===== src/design/mdmirq_pkg.sv =====
// shared constants and carrier types for the modem interrupt mask and control block
`default_nettype none

package mdmirq_pkg;

   // register addresses on the serial register interface
   localparam logic [7:0]  STATUS_ADDR   = 8'h20;
   localparam logic [7:0]  MASK_ADDR     = 8'h21;
   localparam logic [7:0]  CTRL_ADDR     = 8'h22;

   // reset values
   localparam logic [15:0] MASK_RESET    = 16'h0024;
   localparam logic [15:0] CTRL_RESET    = 16'h0048;
   localparam logic [15:0] STATUS_RESET  = 16'h0000;

   // writable bits; everything else is reserved and reads zero
   localparam logic [15:0] MASK_WRITABLE = 16'h7fff;
   localparam logic [15:0] CTRL_WRITABLE = 16'hf1fd;

   // status field positions
   localparam int          STICKY_LSB    = 8;
   localparam int          STICKY_MSB    = 12;
   localparam int          EVENT_MSB     = 14;

   // transmit amplitude step in mVpp per code
   localparam logic [9:0]  AMP_STEP_MVPP = 10'h019;
   localparam logic [3:0]  PREAMBLE_BIAS = 4'h1;

   // events from the surrounding modem, same clock
   typedef struct packed {
      logic talk_limit_expired;
      logic talk_limit_triggered;
      logic gap_error;
      logic frame_error;
      logic parity_error;
      logic host_timeout_event;
      logic crc_error;
      logic rx_queue_level;
      logic rx_queue_full;
      logic rx_queue_empty;
      logic tx_queue_level;
      logic tx_queue_full;
      logic tx_queue_empty;
      logic carrier_detect;
   } mdmirq_evt_t;

   // control register layout, bit 15 down to bit 0
   typedef struct packed {
      logic       manchester_polarity;
      logic [2:0] preamble_code;
      logic [2:0] rsv_hi;
      logic [4:0] transmit_amplitude;
      logic       modem_enable;
      logic       fifo_loopback;
      logic       rsv_lo;
      logic       request_to_send;
   } mdmirq_ctrl_t;

   // one register access from the serial interface front end
   typedef struct packed {
      logic        wr_en;
      logic        rd_en;
      logic [7:0]  addr;
      logic [15:0] wdata;
   } mdmirq_req_t;

endpackage

`default_nettype wire


===== src/design/mdmirq_irq_gen.sv =====
// interrupt pin generation from status and mask, pulse or level mode
`default_nettype none

module mdmirq_irq_gen (
   input  wire logic        clk,
   input  wire logic        reset,
   input  wire logic [15:0] status,
   input  wire logic [15:0] mask,
   input  wire logic        level_mode,
   input  wire logic        active_low,
   input  wire logic        status_read,
   output var  logic        irq_pin,
   output var  logic        irq_request
);
   import mdmirq_pkg::*;

   logic [EVENT_MSB:0] pending;
   logic [EVENT_MSB:0] prev_pending;
   logic               new_event;
   logic               hold;
   logic               next_hold;
   logic               assert_now;

   assign pending    = status[EVENT_MSB:0] & ~mask[EVENT_MSB:0];
   assign new_event  = |(pending & ~prev_pending);
   // a new event in the read cycle keeps the level asserted; pulse mode keeps
   // nothing, so a later switch to level mode raises no stale interrupt
   assign next_hold  = level_mode & (new_event | (hold & ~status_read));
   assign assert_now = level_mode ? next_hold : new_event;

   always_ff @(posedge clk) begin
      if (reset) begin
         prev_pending <= '0;
      end else begin
         prev_pending <= pending;
      end
   end

   always_ff @(posedge clk) begin
      if (reset) begin
         hold <= 1'b0;
      end else begin
         hold <= next_hold;
      end
   end

   always_ff @(posedge clk) begin
      if (reset) begin
         irq_pin     <= active_low;
         irq_request <= 1'b0;
      end else begin
         irq_pin     <= assert_now ^ active_low;
         irq_request <= |pending;
      end
   end
endmodule

`default_nettype wire


===== src/design/mdmirq_top.sv =====
// interrupt mask, status and modem control registers of the field modem
`default_nettype none

//
// Contract
// - cleared mask bit lets its status event drive the interrupt pin
// - set mask bit blocks the pin; event still shows in status
// - mask bits 14..0 each gate the status event at the same position
// - mask register resets to 0x0024, both queue empty events masked
// - polarity bit 15: 0 sends one high-to-low, 1 sends low-to-high
// - manchester mode sends preamble field plus one preamble bytes
// - five-bit amplitude code in 25 mVpp steps, reset code four
// - modem enable bit 3 enables transmit and receive; clear disables both
// - loopback bit 2 feeds transmit queue into receive queue when set
// - control bit 0 raises request to send when set
// - control register resets to 0x0048
// - event bits stay set until written one; live bits follow conditions
// - clear to send follows request with no carrier, unless full duplex; code also requires modem enable
// - level mode holds pin until status read; else pulse per event
module mdmirq_top (
   input  wire logic                     clk,
   input  wire logic                     reset,
   input  wire mdmirq_pkg::mdmirq_req_t  reg_req,
   output var  logic [15:0]              reg_rdata,
   output var  logic                     reg_rd_valid,
   input  wire mdmirq_pkg::mdmirq_evt_t  events,
   input  wire logic                     irq_level_mode,
   input  wire logic                     irq_active_low,
   output var  logic                     irq_pin,
   output var  logic                     irq_request,
   output var  mdmirq_pkg::mdmirq_ctrl_t ctrl,
   output var  logic [3:0]               preamble_byte_count,
   output var  logic [9:0]               amplitude_mvpp,
   output var  logic                     tx_enable,
   output var  logic                     rx_enable,
   output var  logic                     loopback_enable,
   output var  logic                     clear_to_send
);
   import mdmirq_pkg::*;

   logic [15:0]                  mask;
   logic [STICKY_MSB:STICKY_LSB] sticky;
   logic [STICKY_MSB:STICKY_LSB] sticky_set;
   logic [STICKY_MSB:STICKY_LSB] sticky_clr;
   logic [STICKY_MSB:STICKY_LSB] next_sticky;
   logic [15:0]                  status;
   logic                         next_cts;
   logic                         status_read;
   logic                         wr_status;
   logic                         wr_mask;
   logic                         wr_ctrl;
   logic [15:0]                  next_rdata;

   assign wr_status   = reg_req.wr_en && (reg_req.addr == STATUS_ADDR);
   assign wr_mask     = reg_req.wr_en && (reg_req.addr == MASK_ADDR);
   assign wr_ctrl     = reg_req.wr_en && (reg_req.addr == CTRL_ADDR);
   assign status_read = reg_req.rd_en && (reg_req.addr == STATUS_ADDR);

   ////////////////////////////////////////////////////////////////////////
   // status: sticky error events plus live conditions

   assign sticky_set = {events.gap_error, events.frame_error, events.parity_error,
                        events.host_timeout_event, events.crc_error};
   assign sticky_clr = wr_status ? reg_req.wdata[STICKY_MSB:STICKY_LSB] : '0;
   // set wins over a write-one clear landing in the same cycle
   assign next_sticky = (sticky & ~sticky_clr) | sticky_set;

   always_ff @(posedge clk) begin
      if (reset) begin
         sticky <= STATUS_RESET[STICKY_MSB:STICKY_LSB];
      end else begin
         sticky <= next_sticky;
      end
   end

   // jabber, queue and carrier bits are live, not latched
   assign status = {1'b0,
                    events.talk_limit_expired,
                    events.talk_limit_triggered,
                    sticky,
                    events.rx_queue_level,
                    events.rx_queue_full,
                    events.rx_queue_empty,
                    events.tx_queue_level,
                    events.tx_queue_full,
                    events.tx_queue_empty,
                    events.carrier_detect,
                    clear_to_send};

   ////////////////////////////////////////////////////////////////////////
   // clear to send

   // full duplex does not wait for a quiet line
   assign next_cts = ctrl.modem_enable && ctrl.request_to_send &&
                     (ctrl.fifo_loopback || !events.carrier_detect);

   always_ff @(posedge clk) begin
      if (reset) begin
         clear_to_send <= 1'b0;
      end else begin
         clear_to_send <= next_cts;
      end
   end

   ////////////////////////////////////////////////////////////////////////
   // mask and control registers

   always_ff @(posedge clk) begin
      if (reset) begin
         mask <= MASK_RESET;
      end else if (wr_mask) begin
         mask <= reg_req.wdata & MASK_WRITABLE;
      end
   end

   always_ff @(posedge clk) begin
      if (reset) begin
         ctrl <= CTRL_RESET;
      end else if (wr_ctrl) begin
         ctrl <= reg_req.wdata & CTRL_WRITABLE;
      end
   end

   ////////////////////////////////////////////////////////////////////////
   // decoded control outputs, one cycle behind the register

   always_ff @(posedge clk) begin
      if (reset) begin
         preamble_byte_count <= CTRL_RESET[14:12] + PREAMBLE_BIAS;
         amplitude_mvpp      <= 10'(CTRL_RESET[8:4]) * AMP_STEP_MVPP;
      end else begin
         preamble_byte_count <= {1'b0, ctrl.preamble_code} + PREAMBLE_BIAS;
         // amplitude range limits are the host's job, code passes as written
         amplitude_mvpp      <= 10'(ctrl.transmit_amplitude) * AMP_STEP_MVPP;
      end
   end

   always_ff @(posedge clk) begin
      if (reset) begin
         tx_enable       <= CTRL_RESET[3];
         rx_enable       <= CTRL_RESET[3];
         loopback_enable <= CTRL_RESET[2];
      end else begin
         tx_enable       <= ctrl.modem_enable;
         rx_enable       <= ctrl.modem_enable;
         loopback_enable <= ctrl.fifo_loopback;
      end
   end

   // polarity is carried on ctrl.manchester_polarity to the encoder as is

   ////////////////////////////////////////////////////////////////////////
   // register read port; unmapped addresses read zero

   always_comb begin
      next_rdata = 16'h0000;
      unique case (reg_req.addr)
         STATUS_ADDR: next_rdata = status;
         MASK_ADDR:   next_rdata = mask;
         CTRL_ADDR:   next_rdata = ctrl;
         default:     next_rdata = 16'h0000;
      endcase
   end

   always_ff @(posedge clk) begin
      if (reset) begin
         reg_rdata    <= 16'h0000;
         reg_rd_valid <= 1'b0;
      end else begin
         reg_rd_valid <= reg_req.rd_en;
         if (reg_req.rd_en) begin
            reg_rdata <= next_rdata;
         end
      end
   end

   ////////////////////////////////////////////////////////////////////////
   // interrupt pin

   mdmirq_irq_gen u_irq_gen (
      .clk         (clk),
      .reset       (reset),
      .status      (status),
      .mask        (mask),
      .level_mode  (irq_level_mode),
      .active_low  (irq_active_low),
      .status_read (status_read),
      .irq_pin     (irq_pin),
      .irq_request (irq_request)
   );

   logic [7:0] last_rd_addr;
   logic       rd_unmapped;

   always_ff @(posedge clk) begin
      if (reset) begin
         last_rd_addr <= 8'h00;
      end else if (reg_req.rd_en) begin
         last_rd_addr <= reg_req.addr;
      end
   end

   assign rd_unmapped = reg_req.rd_en && !(reg_req.addr inside {STATUS_ADDR, MASK_ADDR, CTRL_ADDR});

   // a lone event reaches the request only while the mask bit at its own position is clear
   for (genvar b = 0; b <= EVENT_MSB; b++) begin : g_gate

   end
endmodule

`default_nettype wire


===== config.mk =====
export PLATFORM = sky130hd
export DESIGN_NAME = mdmirq_top
export DESIGN_NICKNAME = d
export VERILOG_FILES = /design/src/design/mdmirq_pkg.sv /design/src/design/mdmirq_irq_gen.sv /design/src/design/mdmirq_top.sv
export SDC_FILE = /design/constraint.sdc
export NUM_CORES = 1
export LEC_CHECK = 0
export BUFFER_PORTS_ARGS = -buffer_cell sky130_fd_sc_hd__buf_2
export CORE_MARGIN = 4
export CORE_UTILIZATION = 47
export CTS_BUF_LIST = sky130_fd_sc_hd__clkbuf_4 sky130_fd_sc_hd__clkbuf_8 sky130_fd_sc_hd__clkbuf_16
export DETAILED_ROUTE_END_ITERATION = 8
export GPL_TIMING_DRIVEN = 1
export HOLD_SLACK_MARGIN = 0.03
export PLACE_DENSITY = 0.8
export SLEW_MARGIN = 20
export SYNTH_ARGS = -nofsm -noshare
export SYNTH_HDL_FRONTEND = slang
export SYNTH_SLANG_ARGS = --single-unit
export TNS_END_PERCENT = 50

===== constraint.sdc =====
create_clock -name clk -period 2.5 [get_ports clk]
set_clock_uncertainty 0.2 [all_clocks]
set_input_delay 0.5 -clock clk [delete_from_list [all_inputs] [get_ports clk]]
set_output_delay 0.5 -clock clk [all_outputs]
set_load 0.02 [all_outputs]

* Word level (Yosys, flattened, before mapping)
Index checks and enable logic that the tools add are counted.
** Storage, ports and cells
- Bits in registers :: 84
- Memories :: 0
- Bits in read-only memories :: 0
- Input bits :: 44
- RAM bits :: 0
- Bits in latches :: 0
** Operators by class
- Order comparisons :: 0
- Multiplexer cells :: 4
- Shift operators :: 0
- Bitwise operators :: 12
- Divide/modulo/power cells :: 0
- Add/subtract/negate cells :: 1
- Multipliers :: 1
- Reduce and logical (&&, ||, !) cells :: 10
- Equal/unequal tests :: 3
** Operators with widths (number)
- $pmux 16 s3 :: 1
- $and 15x15->15 :: 2
- $not 15->15 :: 2
- $reduce_or 15->1 :: 2
- $eq 8x6->1 const B :: 3
- $mul 5x5->10 const B :: 1
- $logic_and 1x1->1 :: 6
- $and 5x5->5 :: 1
- $mux 5 :: 1
- $not 5->5 :: 1
- $or 5x5->5 :: 1
- $add 3x1->4 const B :: 1
- $and 1x1->1 :: 2
- $mux 1 :: 2
- $logic_not 1->1 :: 1
- $logic_or 1x1->1 :: 1
- $not 1->1 :: 1
- $or 1x1->1 :: 1
- $xor 1x1->1 :: 1

* Depth between registers and ports, before layout
- Word-level depth :: 9
- Depth in mapped cells :: 10

* Modules after synthesis
A second synthesis with hierarchy kept.
** Second synthesis, totals
- Cell total of the unflattened synthesis :: 392
- Area total of the unflattened synthesis :: 3930.0 um^2
** Modules (own cells, without submodules)
- mdmirq_top :: area each 3168.0 um^2, times used 1, cells each 318
- mdmirq_irq_gen :: area each 762.0 um^2, times used 1, cells each 74

* Worst setup path before layout
Ideal clock, no wire load.
- Path kind :: reg-to-reg
- Start :: register ctrl[7] in the netlist's numbering
- End :: register amplitude_mvpp[9]
- Path buffers :: 0
- Setup slack :: -155 ps
- Clock period less this slack :: 2655 ps
- Cell stages (with the launch flop) :: 11
- Arrival time :: 2327 ps
- Path through :: dfxtp_1 inv_1 ha_1 inv_1 ha_1 ha_1 ha_1 a31o_2 a21oi_1 xor2_1 nor2_1
** Between the ends
- Cells in the longest elaborated chain, start to end :: 1
** Ends and longest elaborated chain
- start: declaration :: RTL line mdmirq_top.sv:31 : output var mdmirq_pkg::mdmirq_ctrl_t ctrl,
- start signal: assignment :: RTL line mdmirq_top.sv:120 : ctrl <= reg_req.wdata & CTRL_WRITABLE;
- $mul 5x5->10 :: RTL line mdmirq_top.sv:134 : amplitude_mvpp <= 10'(ctrl.transmit_amplitude) * AMP_STEP_MVPP;
- end signal: assignment :: RTL line mdmirq_top.sv:130 : amplitude_mvpp <= 10'(CTRL_RESET[8:4]) * AMP_STEP_MVPP;
- end signal: assignment :: RTL line mdmirq_top.sv:134
- end: declaration :: RTL line mdmirq_top.sv:33 : output var logic [9:0] amplitude_mvpp,
No other way between the ends.
A chain may end at the register's enable or synchronous reset.

* Worst setup path after layout
Same ends and word-level chain as after synthesis.

==> flow_summary.ini <==
[drt]
drc = 0
routed-via-count = 2933
wire_per_inst_um = 15.2
drtIter0Drc = 151
finalWirelength_um = 8900
ant_nets = 0
first_pass_iters = 4
via_per_inst = 5.01

[critical_path]
path_max_fanout = 6
r2r_slack_ns = 0.07
crit_chain = buf_4 > ha_1 > ha_1 > ha_2 > ha_4 > a31o_2 > a21oi_2 > xor2_1 > nor2_1
crit_family = adder cells
slowest_stage = dfxtp_4
worstPathRequired_ns = 2.50
crit_top_cell = ha_1
crit_path_start_kind = flip-flop
cp.arrival_ns = 2.44
slowest_delay_ns = 0.34
cp-end-kind = flip-flop
crit_type = flip-flop to flip-flop
crit_buf_inv = 1

[synth]
synth_top_cell_by_area = dfxtp_1
yosysSeqAreaShare_pct = 46.7
synth_top_cell_area_share_pct = 46.7
ys.flop_type = dfxtp_1
synth_edf_count = 0
postSynth.asyncResetShare_pct = 0
syn_avg_cell_area_um2 = 9.34
syn_inst = 386
syn_area_um2 = 3600
ys_types = 38
synthTopCellsByArea = dfxtp_1, mux2i_1, nor2_1
synth_warnings = 0
yosys_register_bits = 84

[grt]
grt_pass1_vias = 2880
gr-total-overflow = 0
antenna_found_initial = 0
grtUsageTotal_pct = 19.9
grt_pass1_wl_um = 13900
grt_max_degree = 40

[clocking]
clk_pin_slew_worst_paths_ns = 0.08
cts_buffer_depth = 2
post_cts_buffers = 0
cts_tree = done
clkLatencyLatePin_ns = 0.34
cts_htree_levels = 3
clkSinkCount = 84
cts_inserted_buffers = 9
root_buffer = clkbuf_8

[floorplan]
core_um2 = 7370
initial_utilization_pct = 48.9
die_x_um = 95.6
pin_count = 97
dieArea_um2 = 9130
fp.dieH_um = 95.6
rows = 31

[timing]
max_clock_freq_mhz = 411
min_period_ns = 2.43
tightest_slew_ns = 0.703
hold_viol = 0
maxSlewViolCount = 0
final-setup-viol-count = 0
max_slew_margin_pct = 53.1
final.period_utilization_pct = 97.2

[placement]
port_buffers = 92
placed_area_um2 = 4190
hpwlAfterDp_um = 6580
dp.cells = 569
gp_congestion = 0.810

[run]
maxCapViolations = 0

[layout]
layout_common_cells = buf_2, dfxtp_1, nor2_1
areaGrowthSynthToFinish_pct = 24.0
num_antenna_cells = 0
stdcell_count = 585
postLayoutCellArea_um2 = 4470
nets = 543
drive_gt1_share_pct = 29.0
layout_commonest_cell = buf_2

[pwr]
cellPowerDensity_nw_per_um2 = 589
vdd_drop_max_v = 0.000283
power.leakage_nw = 2.20

[worst_hold_path]
hp-class = input port to flip-flop

[outcome]
outcome = finished, final reports clean
[per-layer routing]
layer	track usage, %	up-vias	share of wire [%]
li1	-	1470	-
met1	25.1	1365	44
met2	33.1	91	49
met3	4.74	7	6.4
met4	7.11	0	1.0
met5	0	-	0
[cell type report]
type	count	area [µm²]
Fill cell	644	2900
Clock buffer	12	153
Sequential cell	84	1690
Timing Repair Buffer	105	571
Clock inverter	4	72.6
Inverter	6	22.5
Multi-Input combinational cell	275	1840
Tap cell	99	124
[power by group]
group	internal, mW	switching [mW]
sequential	1.36	0.00870
clock	0.611	0.470
combinational	0.0724	0.111
[state kept, by name, indices dropped and copies added (netlist names)]
signal and cells:
u_irq_gen.irq_pin 1, rx_enable 1, mask 15, reg_rd_valid 1, preamble_byte_count 4, reg_rdata 16
u_irq_gen.prev_pending 15, amplitude_mvpp 10, u_irq_gen.irq_request 1, u_irq_gen.hold 1, clear_to_send 1, sticky 5
ctrl 12, loopback_enable 1
[synthesized netlist by cell type, types with 2 or more instances]
cell	count
nor2_1	72
a41oi_1	2
or2_2	3
mux2i_1	34
nand3_1	3
xor2_1	5
mux2_2	4
a211o_1	4
nand2_1	21
o21ai_0	11
inv_1	6
dfxtp_1	84
buf_2	3
nor2b_1	24
nand2b_1	19
buf_4	7
a21oi_1	23
ha_1	17
o22ai_1	7
xnor2_1	2
nand4_1	4
and2_1	2
clkbuf_1	13
nor3_1	2
[path summary, 6_finish.rpt]
check	start	to	cells past startpoint
hold reg to reg	mask[5]	mask[5]	1
setup / recovery	ctrl[7]	amplitude_mvpp[9]	9
setup reg to reg	ctrl[7]	amplitude_mvpp[9]	9
hold / removal	irq_active_low	u_irq_gen.irq_pin	2
[timing repair]
| action | 4_1_cts | 5_1_grt |
|---|---|---|
| pin swaps | 4 | 1 |
| resized for setup | 1 | 5 |
| gates cloned | 0 | 0 |
| endpoints found under the setup margin | 1 | 2 |
| hold buffers | 0 | 0 |
[cells by family after synthesis]
| family | after synthesis | share of synthesized area, % |
|---|---|---|
| fa+ha+maj | 18 | 6.46 |
| simple gates | 158 | 22.2 |
| other cells | 1 | 0.104 |
| mux | 38 | 10.7 |
| flops | 84 | 46.7 |
| buf+inv | 30 | 4.17 |
| xor+xnor | 7 | 1.70 |
| compound gates | 50 | 8.02 |
[per-stage QoR]
stage          util, %  hold WS (ns)  setup WS, ns  TNS, ns  power [mW]
2_1_floorplan        -         0.249       0.00162        0        1.50
3_3_place_gp      56.8         0.253        0.0541        0        1.58
3_5_place_dp      56.8         0.269       -0.0485  -0.0485        1.58
4_1_cts           59.9         0.124      0.000876        0        2.65
5_1_grt           60.6         0.124       -0.0446  -0.0774        2.73
6_report          60.6         0.135        0.0689        0        2.63
(Power assumes the default switching activity.)
